==> src/sxs_consts.svh <==
/*
 * Constants for the subtract / XOR / nibble-exchange datapath: widths,
 * field positions and reset values.
 * Assumes it is included by bare name from files under src/.
 */
`ifndef SXS_CONSTS_SVH
`define SXS_CONSTS_SVH

`define SXS_DATA_W      8           // Operand and result width
`define SXS_ADDR_W      7           // Register address width, 0 to 127
`define SXS_NIB_W       4           // Nibble width
`define SXS_LO_NIB_MSB  3           // Low nibble is bits 3:0
`define SXS_HI_NIB_LSB  4           // High nibble is bits 7:4
`define SXS_ACC_RST     8'h00       // Accumulator after reset
`define SXS_FLAG_RST    1'h0        // Status flags after reset
`define SXS_TGT_ACC     1'h0        // Target select: accumulator
`define SXS_TGT_REG     1'h1        // Target select: memory register

`endif

==> src/sxs_pkg.sv <==
/*
 * Types shared by the datapath modules.
 * Assumes sxs_consts.svh is reachable on the include path.
 */
`default_nettype none

package sxs_pkg;

    // One-hot operation codes presented by the instruction decoder
    typedef enum logic [3:0] {
        SXS_OP_SUB_ACC_FROM_REG = 4'h1,     // sub_acc_from_reg_op
        SXS_OP_XOR_LITERAL      = 4'h2,     // xor_literal_into_acc_op
        SXS_OP_XOR_ACC_REG      = 4'h4,     // xor_acc_with_reg_op
        SXS_OP_NIBBLE_EXCHANGE  = 4'h8      // nibble_exchange_op
    } sxs_op_t;

endpackage : sxs_pkg

`default_nettype wire

==> src/sxs_alu_if.sv <==
/*
 * Carrier between the datapath control and its combinational core.
 * Assumes both ends run inside one clock domain.
 */
`default_nettype none

interface sxs_alu_if #(
    parameter int DW = 8
);
    import sxs_pkg::*;

    sxs_op_t          op;
    logic [DW-1:0]    acc;
    logic [DW-1:0]    operand;
    logic [DW-1:0]    literal;
    logic [DW-1:0]    result;
    logic             c_flag;
    logic             nb_flag;
    logic             z_flag;
    logic             upd_carry;    // Op writes carry and nibble borrow
    logic             upd_zero;     // Op writes the null-result flag
    logic             legal;

    modport core (input op, acc, operand, literal,
                  output result, c_flag, nb_flag, z_flag, upd_carry, upd_zero, legal);
    modport ctrl (output op, acc, operand, literal,
                  input result, c_flag, nb_flag, z_flag, upd_carry, upd_zero, legal);
endinterface : sxs_alu_if

`default_nettype wire

==> src/sxs_alu.sv <==
/*
 * Execution datapath for subtract-accumulator-from-register, XOR with a
 * literal, XOR with a register and nibble exchange, with the accumulator,
 * the status flags and the write-back port to the register file.
 * Assumes the decoder presents one operation per cycle with the register
 * operand already read from the register file, all on sys_clk.
 */
// Overview of operation
// RULE1 - Subtract acc from register, set carry, nibble, zero
// RULE2 - Target bit picks accumulator or register write-back
// RULE3 - XOR literal into accumulator, only zero flag
// RULE4 - XOR acc with register, only zero flag
// RULE5 - Swap register nibbles, no flags touched
// RULE6 - Accept 7-bit register address and target bit
`include "sxs_consts.svh"
`default_nettype none

module sxs_alu
    import sxs_pkg::*;
#(
    parameter int DW = `SXS_DATA_W,
    parameter int AW = `SXS_ADDR_W
) (
    // Clock and reset
    input  wire logic           sys_clk,
    input  wire logic           rstn,
    // Operation from the decoder
    input  wire logic           op_valid,
    input  wire sxs_op_t        op_code,
    input  wire logic [AW-1:0]  reg_addr,
    input  wire logic           target_sel,
    input  wire logic [DW-1:0]  literal,
    input  wire logic [DW-1:0]  reg_operand,
    // Accumulator load by other instructions
    input  wire logic           acc_load,
    input  wire logic [DW-1:0]  acc_load_data,
    // Register file write-back
    output logic                reg_wr_en,
    output logic [AW-1:0]       reg_wr_addr,
    output logic [DW-1:0]       reg_wr_data,
    // Architectural state
    output logic [DW-1:0]       acc_value,
    output logic                carry_flag,
    output logic                nibble_borrow_flag,
    output logic                zero_flag,
    output logic                op_done
);

    sxs_alu_if #(.DW(DW)) alu_bus ();

    logic [DW-1:0] acc_r;
    logic          carry_r;
    logic          nib_r;
    logic          zero_r;
    logic          wr_en_r;
    logic [AW-1:0] wr_addr_r;
    logic [DW-1:0] wr_data_r;
    logic          done_r;
    logic          take;
    logic          to_reg;

    sxs_alu_core #(.DW(DW)) sxs_alu_core_inst (
        .bus (alu_bus)
    );

    // Present the operands to the core
    assign alu_bus.op      = op_code;
    assign alu_bus.acc     = acc_r;
    assign alu_bus.operand = reg_operand;
    assign alu_bus.literal = literal;

    // An illegal code is dropped whole: only a pending load changes state, no done pulse
    assign take   = op_valid && alu_bus.legal;
    // The literal form always lands in the accumulator
    assign to_reg = (target_sel == `SXS_TGT_REG) && (op_code != SXS_OP_XOR_LITERAL); // [RULE2]

    // Accumulator: operation result has priority over a plain load
    always_ff @(posedge sys_clk) begin
        if (!rstn) begin
            acc_r <= `SXS_ACC_RST;
        end else if (take && !to_reg) begin
            acc_r <= alu_bus.result;                        // [RULE2] [RULE3]
        end else if (acc_load && !take) begin
            acc_r <= acc_load_data;
        end
    end

    // Carry and nibble borrow change only on the subtraction
    always_ff @(posedge sys_clk) begin
        if (!rstn) begin
            carry_r <= `SXS_FLAG_RST;
            nib_r   <= `SXS_FLAG_RST;
        end else if (take && alu_bus.upd_carry) begin
            carry_r <= alu_bus.c_flag;                      // [RULE1]
            nib_r   <= alu_bus.nb_flag;                     // [RULE1]
        end
    end

    // Null-result flag; the nibble exchange leaves it alone
    always_ff @(posedge sys_clk) begin
        if (!rstn) begin
            zero_r <= `SXS_FLAG_RST;
        end else if (take && alu_bus.upd_zero) begin
            zero_r <= alu_bus.z_flag;                       // [RULE1] [RULE3] [RULE4]
        end
    end

    // Write-back strobe, one cycle after the operation is taken
    always_ff @(posedge sys_clk) begin
        if (!rstn) begin
            wr_en_r <= 1'b0;
            done_r  <= 1'b0;
        end else begin
            wr_en_r <= take && to_reg;                      // [RULE2] [RULE5]
            done_r  <= take;
        end
    end

    // Address and data held until the next write, so they never glitch
    always_ff @(posedge sys_clk) begin
        if (!rstn) begin
            wr_addr_r <= '0;
            wr_data_r <= '0;
        end else if (take && to_reg) begin
            wr_addr_r <= reg_addr;                          // [RULE6]
            wr_data_r <= alu_bus.result;                    // [RULE2] [RULE4]
        end
    end

    assign reg_wr_en          = wr_en_r;
    assign reg_wr_addr        = wr_addr_r;
    assign reg_wr_data        = wr_data_r;
    assign acc_value          = acc_r;
    assign carry_flag         = carry_r;
    assign nibble_borrow_flag = nib_r;
    assign zero_flag          = zero_r;
    assign op_done            = done_r;

    // Helper reference values, computed apart from the core
    logic [DW-1:0] ref_sub;
    logic [DW-1:0] ref_xl;
    logic [DW-1:0] ref_xr;
    logic [DW-1:0] ref_swp;
    logic          ref_c;
    logic          ref_nb;
    logic          ref_legal;
    logic          is_sub;
    logic          is_xl;
    logic          is_xr;
    logic          is_swp;

    assign ref_sub = reg_operand + (~acc_r) + {{(DW-1){1'b0}}, 1'b1};
    assign ref_xl  = literal ^ acc_r;
    assign ref_xr  = reg_operand ^ acc_r;
    assign ref_swp = {reg_operand[`SXS_NIB_W-1:0], reg_operand[DW-1:DW-`SXS_NIB_W]};
    assign ref_c   = !(acc_r > reg_operand);
    assign ref_nb  = !(acc_r[`SXS_NIB_W-1:0] > reg_operand[`SXS_NIB_W-1:0]);
    // Legal codes are exactly one bit set, judged apart from the core decode
    assign ref_legal = $onehot(op_code);
    assign is_sub  = op_valid && op_code == SXS_OP_SUB_ACC_FROM_REG;
    assign is_xl   = op_valid && op_code == SXS_OP_XOR_LITERAL;
    assign is_xr   = op_valid && op_code == SXS_OP_XOR_ACC_REG;
    assign is_swp  = op_valid && op_code == SXS_OP_NIBBLE_EXCHANGE;
endmodule : sxs_alu

`default_nettype wire

==> src/sxs_alu_core.sv <==
/*
 * Combinational result and flag logic for the four operations.
 * Assumes the controller registers everything it produces.
 */
`include "sxs_consts.svh"
`default_nettype none

module sxs_alu_core
    import sxs_pkg::*;
#(
    parameter int DW = `SXS_DATA_W
) (
    // Operands in, result and flags out
    sxs_alu_if.core bus
);

    logic [DW:0] diff;

    // Borrow-inverse comes from the extra bit of a widened subtraction
    always_comb begin
        diff          = {1'b0, bus.operand} - {1'b0, bus.acc};      // [RULE1]
        bus.result    = '0;
        bus.upd_carry = 1'b0;
        bus.upd_zero  = 1'b0;
        bus.legal     = 1'b1;
        unique case (bus.op)
            SXS_OP_SUB_ACC_FROM_REG: begin
                bus.result    = diff[DW-1:0];                       // [RULE1]
                bus.upd_carry = 1'b1;
                bus.upd_zero  = 1'b1;
            end
            SXS_OP_XOR_LITERAL: begin
                bus.result    = bus.acc ^ bus.literal;              // [RULE3]
                bus.upd_zero  = 1'b1;
            end
            SXS_OP_XOR_ACC_REG: begin
                bus.result    = bus.acc ^ bus.operand;              // [RULE4]
                bus.upd_zero  = 1'b1;
            end
            SXS_OP_NIBBLE_EXCHANGE: begin
                bus.result    = {bus.operand[`SXS_LO_NIB_MSB:0],
                                 bus.operand[DW-1:`SXS_HI_NIB_LSB]}; // [RULE5]
            end
            default: begin
                bus.legal     = 1'b0;   // Non one-hot code from a faulty decoder
            end
        endcase
    end

    // Flags: no borrow when acc <= operand, same on the low nibble
    assign bus.c_flag  = ~diff[DW];                                              // [RULE1]
    assign bus.nb_flag = (bus.acc[`SXS_LO_NIB_MSB:0] <= bus.operand[`SXS_LO_NIB_MSB:0]); // [RULE1]
    assign bus.z_flag  = (bus.result == '0);

endmodule : sxs_alu_core

`default_nettype wire

==> config.mk <==
export PLATFORM = sky130hd
export DESIGN_NAME = sxs_alu
export DESIGN_NICKNAME = d
export VERILOG_FILES = /design/src/sxs_pkg.sv /design/src/sxs_alu_if.sv /design/src/sxs_alu.sv /design/src/sxs_alu_core.sv
export VERILOG_INCLUDE_DIRS = /design/src /design/src/src
export SDC_FILE = /design/constraint.sdc
export NUM_CORES = 1
export LEC_CHECK = 0
export ABC_CLOCK_PERIOD_IN_PS = 5950
export BUFFER_PORTS_ARGS = -buffer_cell sky130_fd_sc_hd__buf_2
export CAP_MARGIN = 10
export CORE_MARGIN = 1
export CORE_UTILIZATION = 55
export DETAILED_ROUTE_END_ITERATION = 8
export PLACE_DENSITY = 0.92
export RECOVER_POWER = 25
export SETUP_SLACK_MARGIN = 0.05
export SLEW_MARGIN = 20
export SYNTH_ARGS = -nofsm -noshare
export SYNTH_HDL_FRONTEND = slang
export SYNTH_SLANG_ARGS = --single-unit
export TNS_END_PERCENT = 5
==> constraint.sdc <==
create_clock -name sys_clk -period 5.95 [get_ports sys_clk]
set_input_delay 0.595 -clock sys_clk [delete_from_list [all_inputs] [get_ports sys_clk]]
set_output_delay 0.595 -clock sys_clk [all_outputs]
set_load 0.01 [all_outputs]
[Word-level counts from Yosys, hierarchy flattened]
Cells that the tools add are included.
Storage, ports and cells
  flip-flop bits (word level): 28
  input bits: 40
  output and inout bits: 28
Cells by class
  $add $sub $neg: 1
  $lt $le $gt $ge: 1
  equal/unequal tests: 5
  muxes and demuxes: 6
  bitwise logic cells: 3
  reductions and logical operators: 13
Operator list (number)
  $pmux W8 S4: 1
  $mux W8: 2
  $xor A8 B8 Y8: 2
  $sub A8 B8 Y9: 1
  $logic_not A8 Y1: 1
  $logic_and A1 B1 Y1: 7
  $eq A4 B1 Y1 const B: 1
  $eq A4 B2 Y1 const B: 1
  $eq A4 B3 Y1 const B: 1
  $eq A4 B4 Y1 const B: 1
  $le A4 B4 Y1: 1
  $ne A4 B2 Y1 const B: 1
  $reduce_or A4 Y1: 1
  $mux W1: 3
  $reduce_or A3 Y1: 1
  $logic_not A1 Y1: 2
  $reduce_bool A2 Y1: 1
  $not A1 Y1: 1

[Depth between registers and ports, before layout]
Gate-level depths: netlist (run 1).
  depth in word-level cells: 8
  depth in mapped cells: 11
  mapped depth without buffers: 11

[Cells and area by module]
Synthesis (run 1) repeated with hierarchy kept, for this count alone.
Second synthesis, totals
  cell total of the unflattened synthesis: 275
  area total of the unflattened synthesis: 2212.1 sq um
Modules (own cells, without submodules)
  sxs_alu: times used 1, cells an instance 138, area each 1216.2 sq um, sequential area each 560.5 sq um
  sxs_alu_core: times used 1, cells an instance 137, area each 996.0 sq um, sequential area each 0.0 sq um

[Worst setup path before layout (run 1)]
Ideal clock, no wire load.
  path type: input -> register
  from: input reg_operand[0]
  to: register acc_r[6], in the netlist acc_value[6]
  setup time: 0.117 ns
  arrival time: 2.459 ns
  data required time: 5.833 ns
  path slack: 3.373 ns
  stages on the path: 11
  cells stage by stage: inv_1 -> ha_1 -> inv_1 -> fa_1 -> a211oi_2 -> nor3b_1 -> o31ai_1 -> xnor2_1 -> a222oi_1 -> a21o_1 -> o21ai_1
On the way
  cells in the longest elaborated chain, start to end: 3
RTL lines
  start: declaration: RTL line sxs_alu.sv:33  | input wire logic [DW-1:0] reg_operand,
  $sub A8 B8 Y9: RTL line sxs_alu_core.sv:21  | diff = {1'b0, bus.operand} - {1'b0, bus.acc};
  $pmux W8 S4: RTL line sxs_alu_core.sv:26  | unique case (bus.op)
  $mux W8: RTL line sxs_alu.sv:81  | end else if (take && !to_reg) begin
  end signal: assignment: RTL line sxs_alu.sv:80  | acc_r <= `SXS_ACC_RST;
  end signal: assignment: RTL line sxs_alu.sv:82  | acc_r <= alu_bus.result;
  end signal: assignment: RTL line sxs_alu.sv:84  | acc_r <= acc_load_data;
  end: declaration: RTL line sxs_alu.sv:51  | logic [DW-1:0] acc_r;
Every way passes these cells.
A chain may end at the register's enable or synchronous reset.

[Final worst setup path (run 1)]
  from: input reg_operand[0]
  to: register wr_data_r[6], in the netlist reg_wr_data[6]
On the way
  cells in the longest elaborated chain, start to end: 2
RTL lines
  $sub A8 B8 Y9: RTL line sxs_alu_core.sv:21
  $pmux W8 S4: RTL line sxs_alu_core.sv:26
  end signal: assignment: RTL line sxs_alu.sv:126  | wr_data_r <= alu_bus.result;
  end: declaration: RTL line sxs_alu.sv:57  | logic [DW-1:0] wr_data_r;
Every way passes these cells.

==> metrics.md, run 1 <==
| Metric | Value |
|---|---|
| Die Area | 0.00398 sq mm |
| Largest stage delay, worst path | 0.45 ns |
| Min-Delay Path Class | reg2reg |
| Die Wd | 63.1 microns |
| Hold Fails Final Rpt | 0 |
| HPWL after detailed placement | 4.15 mm |
| First-pass DRT Iterations | 4 |
| Outcome | finished, final reports clean |
| Ranking of synthesized cells by area | dfxtp_1 27%, ha_1 7.9%, nand2_1 7.0% |
| Layout cell share with drive strength beyond 1 | 0.232 |
| Post-synthesis sequential area ratio | 0.273 |
| Vias in the first global route | 1891 |
| Max Cap Viol | 0 |
| Initial antenna violation count | 0 |
| Clock root cell | clkbuf_8 |
| RSZ-0062 raised after global routing | no |
| # hold bufs at CTS | 0 |
| CP required | 6.13 ns |
| Via count | 1991 |
| Core ar. | 0.00344 sq mm |
| Count leader, synth | nand2_1 |
| Most common cell on crit path | inv_1 |
| Syn nets | 295 |
| CP Launch Type | input pin |
| Worst-path fanout max | 4 |
| Mean Syn Cell Area | 8.51 sq um |
| First DRT Iteration DRCs | 217 |
| GRT Overall Usage | 0.280 |
| Mapped Cells | 241 |
| P&R area growth vs syn | 18.7% |
| Antenna Violating Nets Remaining | 0 |
| Met2 WL | 2.41 mm |
| Crit Path Class | in2reg |
| Overflow after GRT | 0 |
| CTS sink cnt | 28 |
| Ys async rst share | 0 |
| WL/cell | 15.0 microns |
| Leakage | 0.00112 uW |
| Largest net degree at the start of global routing | 31 |
| Setup_tns | 0 ns |
| Total wire length | 5.22 mm |
| Yosys cell types | 56 |
| Maximum vdd drop | 158 uV |
| Commonest cells post-synth | 38 x nand2_1, 28 x dfxtp_1, 17 x inv_1 |
| Power, Total | 498 uW |
| CTS tree | yes |
| Slew HR | 0.437 |
| Synthesis-stage register bit count | 28 |
| Post-DR vias/cell | 5.72 |
| # fillers | 302 |
| Clock transition at the registers of the reported paths | 0.10 ns |
| Crit path max-delay family | compound AO/OA/AOI/OAI gates |
| Cell Rows | 21 |
| Uppermost layer routed | met4 |
| Top Ports | 68 |
| H-tree Lvls | 1 |
| Post-Route M1 WL | 2.35 mm |
| Synth area leader | dfxtp_1 |
| Post-synth top area share | 0.273 |
| Fin nets | 357 |
| Worst path buffer plus inverter count | 3 |
| Final GP Congestion | 0.930 |
| Met3 WL | 382 microns |
| Final Critical Period | 2.67 ns |
| Number of diodes | 0 |
| Clock Latency Late Sink | 0.28 ns |
| Max Clk Rate | 0.374 GHz |
| Synth warn | 0 |
| CTS max path bufs | 2 |
| Final setup fails | 0 |
| Least-Margin Pin Slew | 0.844 ns |
| # DRC | 0 |
| CP Capture Type | register |
| Inserted Clock Buffers | 3 |
| Primary FF master, synth | dfxtp_1 |
| Pwr dens | 204 mW/mm^2 |
| Number of flops mapped to enable cells by yosys | 0 |
| Fin crit share | 0.449 |
| Post-Synthesis Cell Area | 0.00205 sq mm |
| Post-CTS Setup Bufs | 0 |
| Crit path DAT | 2.85 ns |
| Slowest CP cell | a222oi_1 |
| Die H | 63.1 microns |
| Post_cts resized | 0 |
| Max Slew Vio Count | 0 |
| Crit-path cells | buf_2 > inv_1 > ha_1 > inv_1 > fa_1 > a211oi_2 > nor3b_1 > o31ai_1 > xnor2_1 > a222oi_1 > nand2_1 > o211a_1 |
| Initial Util | 0.596 |
| Clk_skew | 0.00278 ns |
| First-pass GRT wire length | 8.85 mm |
| PortBufs | 67 |
## cells by family (layout without fill, tap and decap cells)
kind of cell,after synthesis,count (layout),share of synthesized area
adders and majority gates,14,14,0.0890
xor gates and xnor gates,12,12,0.0512
DFF,28,28,0.273
buffers and inverters,27,88,0.0665
AOI/OAI and AO/OA,65,65,0.259
and+or+nand+nor,84,84,0.208
muxes,11,11,0.0537
## power breakdown
part / internal (uW) / switching (uW)
combinational: 63.1 / 78.2
sequential: 196 / 9.21
clock: 90.1 / 61.0
## metrics by stage
stage	area, sq um	hold WS [ns]	std cells	util	setup WS (ns)
CTS	2450	0.466	348	0.712	3.28
floorplan	2050	0.479	241	-	3.37
detailed placement	2380	0.452	344	0.692	2.99
finish	2430	0.463	348	0.707	3.28
global route	2430	0.497	348	0.707	3.14
global placement	2370	0.438	344	0.689	2.76
## worst min-delay path, delay by kind of cell (launching register included)
family	cells	cell delay, ns
AO/OA/AOI/OAI	1	0.05
AND/OR/NAND/NOR	1	0.05
flip-flops	1	0.32
## registers in the layout (all words and copies together) (netlist names)
signal / flops
acc_value: 8
carry_flag: 1
nibble_borrow_flag: 1
op_done: 1
reg_wr_addr: 7
reg_wr_data: 8
reg_wr_en: 1
zero_flag: 1
## path summary, 6_finish.rpt
kind,start,end,slack [ns],cells past startpoint
hold / removal,reg_wr_addr[4],reg_wr_addr[4],0.46,2
setup reg to reg,acc_value[0],reg_wr_data[6],3.32,10
hold reg to reg,reg_wr_addr[4],reg_wr_addr[4],0.46,2
setup / recovery,reg_operand[0],reg_wr_data[6],3.28,12
## layout by cell type (no fill, tap or decap), types with 5 or more instances in the layout
master,n
dfxtp_1,28
nor2b_1,5
clkbuf_1,14
mux2i_1,11
ha_1,13
buf_2,53
o211a_1,9
xnor2_1,10
nor2_1,11
nand2_1,38
a21boi_1,10
inv_1,17
## final cells by class
cell class	count	area, sq um	area share
multi-input combinational	186	1360	0.560
clock buffer	3	41.3	0.0170
timing repair buffer	67	318	0.131
inverter	17	63.8	0.0262
tap	46	57.6	0.0236
sequential	28	561	0.230
clock inverter	1	30.0	0.0123
## layer usage
| metal | GRT usage | vias to the layer above |
|---|---|---|
| met1 | 0.382 | 919 |
| met4 | 0.0756 | 0 |
| met3 | 0.0507 | 8 |
| met5 | 0 | - |
| met2 | 0.450 | 87 |
| li1 | - | 977 |
No activity file was read; power rests on OpenSTA's default activity.
==> run 2, diff against run 1 <==
--- a/config.mk
+++ b/config.mk
@@ -6,13 +6,14 @@
 export SDC_FILE = /design/constraint.sdc
 export NUM_CORES = 1
 export LEC_CHECK = 0
-export ABC_CLOCK_PERIOD_IN_PS = 5950
+export ABC_AREA = 1
+export ABC_CLOCK_PERIOD_IN_PS = 2300
 export BUFFER_PORTS_ARGS = -buffer_cell sky130_fd_sc_hd__buf_2
 export CAP_MARGIN = 10
 export CORE_MARGIN = 1
-export CORE_UTILIZATION = 55
+export CORE_UTILIZATION = 46
 export DETAILED_ROUTE_END_ITERATION = 8
-export PLACE_DENSITY = 0.92
+export PLACE_DENSITY = 0.83
 export RECOVER_POWER = 25
 export SETUP_SLACK_MARGIN = 0.05
 export SLEW_MARGIN = 20
==> constraint.sdc (replaced) <==
create_clock -name sys_clk -period 2.3 [get_ports sys_clk]
set_input_delay 0.23 -clock sys_clk [delete_from_list [all_inputs] [get_ports sys_clk]]
set_output_delay 0.23 -clock sys_clk [all_outputs]
set_load 0.01 [all_outputs]
==> metrics.md, run 2 <==
| Metric | Value |
|---|---|
| Post-DR vias/cell | 5.19 (-9.2%) |
| Number of diodes | 0 (unchanged) |
| CP Capture Type | register |
| Synthesis-stage register bit count | 28 (unchanged) |
| PortBufs | 67 (unchanged) |
| Count leader, synth | nand2_1 |
| Leakage | 0.00133 uW (+19%) |
| Layout cell share with drive strength beyond 1 | 0.202 (-0.0297) |
| # hold bufs at CTS | 0 (unchanged) |
| Number of flops mapped to enable cells by yosys | 0 (unchanged) |
| Max Clk Rate | 0.491 GHz |
| HPWL after detailed placement | 4.43 mm (+6.8%) |
| Synth area leader | dfxtp_1 |
| Mapped Cells | 318 (+32%) |
| Post-Synthesis Cell Area | 0.00204 sq mm (-0.61%) |
| Die Wd | 68.6 microns (+8.7%) |
| Primary FF master, synth | dfxtp_1 |
| # DRC | 0 (unchanged) |
| Final setup fails | 0 (unchanged) |
| Post-synthesis sequential area ratio | 0.275 (+0.00168) |
| First-pass DRT Iterations | 4 (unchanged) |
| P&R area growth vs syn | 20.6% |
| Hold Fails Final Rpt | 0 (unchanged) |
| Placed cell count | 432 (+26%) |
| Via count | 2264 (+14%) |
| Total wire length | 5.70 mm (+9.2%) |
| Vias in the first global route | 2025 (+7.1%) |
| Pwr dens | 491 mW/mm^2 (+140%) |
| Most common cell after layout, fill and taps aside | nand2_1 |
| Core ar. | 0.00412 sq mm (+20%) |
| Final GP Congestion | 0.935 (+0.58%) |
| Max Cap Viol | 0 (unchanged) |
| Post-synth top area share | 0.275 (+0.00168) |
| GRT Overall Usage | 0.246 (-0.0348) |
| Top Ports | 68 (unchanged) |
| Cell Rows | 23 (+9.5%) |
| CTS sink cnt | 28 (unchanged) |
| RSZ-0062 raised after global routing | no |
| CP Launch Type | register |
| Clock transition at the registers of the reported paths | 0.09 ns (about the same) |
| Max Slew Vio Count | 0 (unchanged) |
| Die H | 68.6 microns (+8.7%) |
| Fin util | 0.598 (-0.110) |
| Ys async rst share | 0 (unchanged) |
| H-tree Lvls | 1 (unchanged) |
| Clock Latency Late Sink | 0.28 ns (about the same) |
| Fin crit share | 0.886 |
| # fillers | 430 (+42%) |
| Clk_skew | 0.00440 ns (+0.00162 ns) |
| Yosys cell types | 31 (-45%) |
| Crit Path Class | reg2reg |
| Largest net degree at the start of global routing | 27 (-13%) |
| WL/cell | 13.1 microns (-13%) |
| Mean Syn Cell Area | 6.41 sq um (-25%) |
| Initial Util | 0.496 (-0.101) |
| CTS max path bufs | 2 (unchanged) |
| Worst-path fanout max | 5 (+1) |
| First-pass GRT wire length | 8.67 mm (-2.0%) |
| CP required | 2.52 ns (-3.61 ns) |
| Initial antenna violation count | 0 (unchanged) |
| Least-Margin Pin Slew | 0.412 ns (-0.432 ns) |
| Maximum vdd drop | 275 uV (+74%) |
| Most frequent cells in the layout | 67 x nand2_1, 53 x buf_2, 44 x inv_1, 36 x nand3_1, 35 x nor2_1 |
| Clock root cell | clkbuf_8 |
| Outcome | finished, final reports clean |
| Synth warn | 0 (unchanged) |
| Antenna Violating Nets Remaining | 0 (unchanged) |
| Syn nets | 372 (+26%) |
| R2R depth | 11 (+1) |
| Min-Delay Path Class | in2reg |
| Inserted Clock Buffers | 3 (unchanged) |
| Worst hold path depth | 3 (+1) |
| Slew HR | 0.725 (+0.288) |
| CTS tree | yes |
| Fin nets | 441 (+24%) |
| Die Area | 0.00470 sq mm (+18%) |
| Reg-to-reg setup timing slack | 0.26 ns (-3.06 ns) |
| Commonest cells post-synth | 67 x nand2_1, 44 x inv_1, 36 x nand3_1 |
| Final Critical Period | 2.04 ns |
| Crit path DAT | 2.25 ns (-0.60 ns) |
| First DRT Iteration DRCs | 162 (-25%) |
| Overflow after GRT | 0 (unchanged) |
| Setup_tns | 0 ns (unchanged) |
| Ranking of synthesized cells by area | dfxtp_1 27%, nand2_1 12%, nand3_1 8.8% |
| Final Instance Count excl. Fillers | 436 (+25%) |
[run 2: cell count changes in the layout (fill, tap and decap cells not counted), moves of 16 or more]
| cell | previous run | this run |
|---|---|---|
| a21oi_1 | 4 | 20 |
| nor2_1 | 11 | 35 |
| o21ai_0 | 3 | 20 |
| inv_1 | 17 | 44 |
| nand3_1 | 3 | 36 |
| nand2_1 | 38 | 67 |
[run 2: critical path, cell delays in order, from the launching register on]
cell and delay (ns):
dfxtp_1 0.44, inv_1 0.13, fa_1 0.45, nand2_1 0.08
nand2_1 0.08, nand3b_1 0.13, nand3b_1 0.08, nand3_1 0.09
nand3_1 0.11, nor2_1 0.17, nand3_1 0.09, a21oi_1 0.12
[run 2: cells by family (layout without fill, tap and decap cells)]
logic type	after synthesis	in the layout	share of synthesized area
DFF	28	28	0.275
xor gates and xnor gates	1	1	0.00430
adders and majority gates	14	14	0.0896
AOI/OAI and AO/OA	63	63	0.163
and+or+nand+nor	158	158	0.361
buffers and inverters	54	122	0.108
[run 2: metrics by stage]
step | total power, uW | setup WS (ns) | hold WS (ns) | cell area [sq um]
finish | 1210 | 0.262 | 0.173 | 2460
global route | 1280 | 0.0557 | 0.180 | 2460
CTS | 1200 | 0.249 | 0.173 | 2480
detailed placement | 906 | 0.272 | 0.459 | 2420
global placement | 898 | 0.323 | 0.451 | 2420
floorplan | 781 | 0.410 | 0.365 | 2040
[run 2: cell type report]
type	instances	area [sq um]	share of cell area
multi-input cells	236	1260	0.512
flip-flops and latches	28	562	0.228
repair buffers	70	340	0.138
inverters	48	181	0.0738
well taps	50	62.6	0.0254
clock buffers	4	55.1	0.0224
[run 2: worst paths after layout]
check / endpoint / start
hold / removal: reg_wr_addr[0] / reg_addr[0]
setup reg to reg: zero_flag / acc_value[1]
hold reg to reg: zero_flag / zero_flag
setup / recovery: zero_flag / acc_value[1]
[run 2: timing repair]
item,in CTS,in global routing
resized for setup,0,1
setup endpoints to repair,0,1
buffers inserted,0,0
[run 2: per-layer routing]
metal	vias to the layer above	wire, microns	track usage
li1	1166	-	-
met1	995	2490	0.301
met2	91	2690	0.424
met3	12	414	0.0444
met4	0	103	0.0911
met5	-	0	0
[run 2: power by group]
part           total [uW]  internal (uW)  switching [uW]
combinational         367            143             224
clock                 306            153             152
sequential            535            510            24.2
total                1210            807             401
==> run 3, diff against run 2 <==
--- a/config.mk
+++ b/config.mk
@@ -11,7 +11,7 @@
 export BUFFER_PORTS_ARGS = -buffer_cell sky130_fd_sc_hd__buf_2
 export CAP_MARGIN = 10
 export CORE_MARGIN = 1
-export CORE_UTILIZATION = 46
+export CORE_UTILIZATION = 47
 export DETAILED_ROUTE_END_ITERATION = 8
 export PLACE_DENSITY = 0.83
 export RECOVER_POWER = 25
@@ -19,5 +19,6 @@
 export SLEW_MARGIN = 20
 export SYNTH_ARGS = -nofsm -noshare
 export SYNTH_HDL_FRONTEND = slang
+export SYNTH_HIERARCHICAL = 1
 export SYNTH_SLANG_ARGS = --single-unit
 export TNS_END_PERCENT = 5
==> metrics.md, run 3 <==
| Metric | Value |
|---|---|
| CTS max path bufs | 2 (unchanged) |
| Post-Synthesis Cell Area | 0.00227 sq mm (+12%) |
| Synth warn | 6 (+6) |
| Worst-path fanout max | 6 (+1) |
| Reg-to-reg setup timing slack | 0.20 ns (-0.07 ns) |
| CTS sink cnt | 28 (unchanged) |
| Hold Fails Final Rpt | 0 (unchanged) |
| Yosys cell types | 29 (-6.5%) |
| Number of diodes | 0 (unchanged) |
| Placed cell count | 478 (+11%) |
| WL/cell | 12.8 microns (-2.4%) |
| Most frequent cells in the layout | 83 x nand2_1, 64 x inv_1, 53 x buf_2, 45 x nand3_1, 33 x nor2_1 |
| Synthesis-stage register bit count | 28 (unchanged) |
| CP Launch Type | register |
| Max Slew Vio Count | 0 (unchanged) |
| Worst hold path depth | 3 (unchanged) |
| First DRT Iteration DRCs | 114 (-30%) |
| R2R depth | 11 (unchanged) |
| Die Area | 0.00512 sq mm (+8.9%) |
| Die H | 71.6 microns (+4.4%) |
| Initial antenna violation count | 0 (unchanged) |
| Post-synth top area share | 0.246 (-0.0284) |
| Maximum vdd drop | 251 uV (-8.8%) |
| CP required | 2.50 ns (-0.02 ns) |
| Antenna Violating Nets Remaining | 0 (unchanged) |
| Most common cell after layout, fill and taps aside | nand2_1 |
| Clock root cell | clkbuf_8 |
| Inserted Clock Buffers | 3 (unchanged) |
| H-tree Lvls | 1 (unchanged) |
| Max Cap Viol | 0 (unchanged) |
| Final Critical Period | 2.10 ns (+0.0666 ns) |
| Ranking of synthesized cells by area | dfxtp_1 25%, nand2_1 14%, inv_1 11% |
| Clk_skew | 0.00647 ns (+0.00207 ns) |
| Crit path DAT | 2.30 ns (+0.05 ns) |
| Overflow after GRT | 0 (unchanged) |
| CTS tree | yes |
| Count leader, synth | nand2_1 |
| Synth area leader | dfxtp_1 |
| Largest net degree at the start of global routing | 39 (+44%) |
| Least-Margin Pin Slew | 0.413 ns (+0.000230 ns) |
| Initial Util | 0.505 (+0.00941) |
| CP Capture Type | register |
| Cell Rows | 24 (+4.3%) |
| Setup_tns | 0 ns (unchanged) |
| Mapped Cells | 363 (+14%) |
| Ys async rst share | 0 (unchanged) |
| Fin nets | 485 (+10%) |
| # hold bufs at CTS | 0 (unchanged) |
| Clock transition at the registers of the reported paths | 0.10 ns (about the same) |
| Final Instance Count excl. Fillers | 481 (+10%) |
| First-pass GRT wire length | 10.2 mm (+18%) |
| Leakage | 0.00138 uW (+3.8%) |
| Number of flops mapped to enable cells by yosys | 0 (unchanged) |
| Vias in the first global route | 2328 (+15%) |
| Fin crit share | 0.915 (+0.0290) |
| Clock Latency Late Sink | 0.27 ns (about the same) |
| Min-Delay Path Class | in2reg |
| Slew HR | 0.725 (about the same) |
| Final setup fails | 0 (unchanged) |
| PortBufs | 67 (unchanged) |
| Layout cell share with drive strength beyond 1 | 0.226 (+0.0240) |
| Max Clk Rate | 0.475 GHz (-3.2%) |
| Pwr dens | 438 mW/mm^2 (-11%) |
| Die Wd | 71.6 microns (+4.4%) |
| RSZ-0062 raised after global routing | no |
| Crit Path Class | reg2reg |
| Commonest cells post-synth | 83 x nand2_1, 64 x inv_1, 45 x nand3_1 |
| Primary FF master, synth | dfxtp_1 |
| First-pass DRT Iterations | 4 (unchanged) |
| Final GP Congestion | 0.964 (+3.0%) |
| Post-synthesis sequential area ratio | 0.246 (-0.0284) |
| Core ar. | 0.00450 sq mm (+9.5%) |
| # DRC | 0 (unchanged) |
| Outcome | finished, final reports clean |
| HPWL after detailed placement | 4.84 mm (+9.4%) |
| Syn nets | 417 (+12%) |
| Power, Total | 1160 uW (-3.5%) |
| Mean Syn Cell Area | 6.27 sq um (-2.3%) |
| GRT Overall Usage | 0.249 (+0.00366) |
| Top Ports | 68 (unchanged) |
| Via count | 2515 (+11%) |
| P&R area growth vs syn | 16.8% |
| Post-DR vias/cell | 5.23 (+0.69%) |
| Total wire length | 6.13 mm (+7.7%) |
==> run 3: cell types whose count changed after synthesis, moves of 9 or more <==
cell | previous run | this run
nand2_1 | 67 | 83
inv_1 | 44 | 64
nand3_1 | 36 | 45
a21oi_1 | 20 | 31
o21ai_1 | 16 | 4
==> run 3: timing repair <==
action,4_1_cts,5_1_grt
setup buffers,0,0
resized for setup,0,4
endpoints found under the setup margin,0,3
==> run 3: area by class of cell <==
cell class | count | area (sq um)
Inverter | 67 | 256
Clock buffer | 3 | 41.3
Tap cell | 52 | 65.1
Multi-Input combinational cell | 258 | 1360
Fill cell | 459 | 1850
Timing Repair Buffer | 73 | 363
Sequential cell | 28 | 567
==> run 3: per-layer routing <==
| layer | part of all wire | up-vias | GRT usage |
|---|---|---|---|
| li1 | - | 1276 | - |
| met1 | 0.44 | 1146 | 0.334 |
| met2 | 0.48 | 85 | 0.419 |
| met3 | 0.065 | 8 | 0.0408 |
| met4 | 0.015 | 0 | 0.0654 |
| met5 | 0 | - | 0 |
==> run 3: logic make-up after synthesis <==
| family | share of synthesized area |
|---|---|
| adders and majority gates | 0.0803 |
| AOI/OAI and AO/OA | 0.133 |
| buffers and inverters | 0.154 |
| and+or+nand+nor | 0.386 |
| DFF | 0.246 |
==> run 3: final timing paths <==
check | to | start
max | zero_flag | acc_value[0]
min | reg_wr_addr[4] | reg_addr[4]
max reg2reg | zero_flag | acc_value[0]
min reg2reg | reg_wr_data[3] | reg_wr_data[3]
==> run 3: stage by stage <==
stage	cell area, sq um	setup slack (ns)	hold WS (ns)	utilization
after detailed placement	2630	0.168	0.433	0.583
after floorplan	2270	0.278	0.368	-
after CTS	2670	0.122	0.229	0.592
after global placement	2630	0.229	0.428	0.583
after global routing	2660	0.0410	0.253	0.590
final	2660	0.196	0.227	0.590
==> run 3: report_power, final <==
part | switching (uW) | internal [uW] | total [uW]
Sequential | 15.9 | 506 | 522
Clock | 149 | 118 | 267
Combinational | 234 | 141 | 376
==> run 3: worst max-delay path, stage by stage (launching register included) <==
cell	delay (ns)
dfxtp_4	0.39
ha_1	0.14
inv_1	0.05
fa_1	0.38
or2_2	0.30
a31oi_1	0.16
nand2_1	0.11
nor2_1	0.11
nand3_1	0.07
nor2_1	0.09
nand3_1	0.07
a21oi_1	0.16
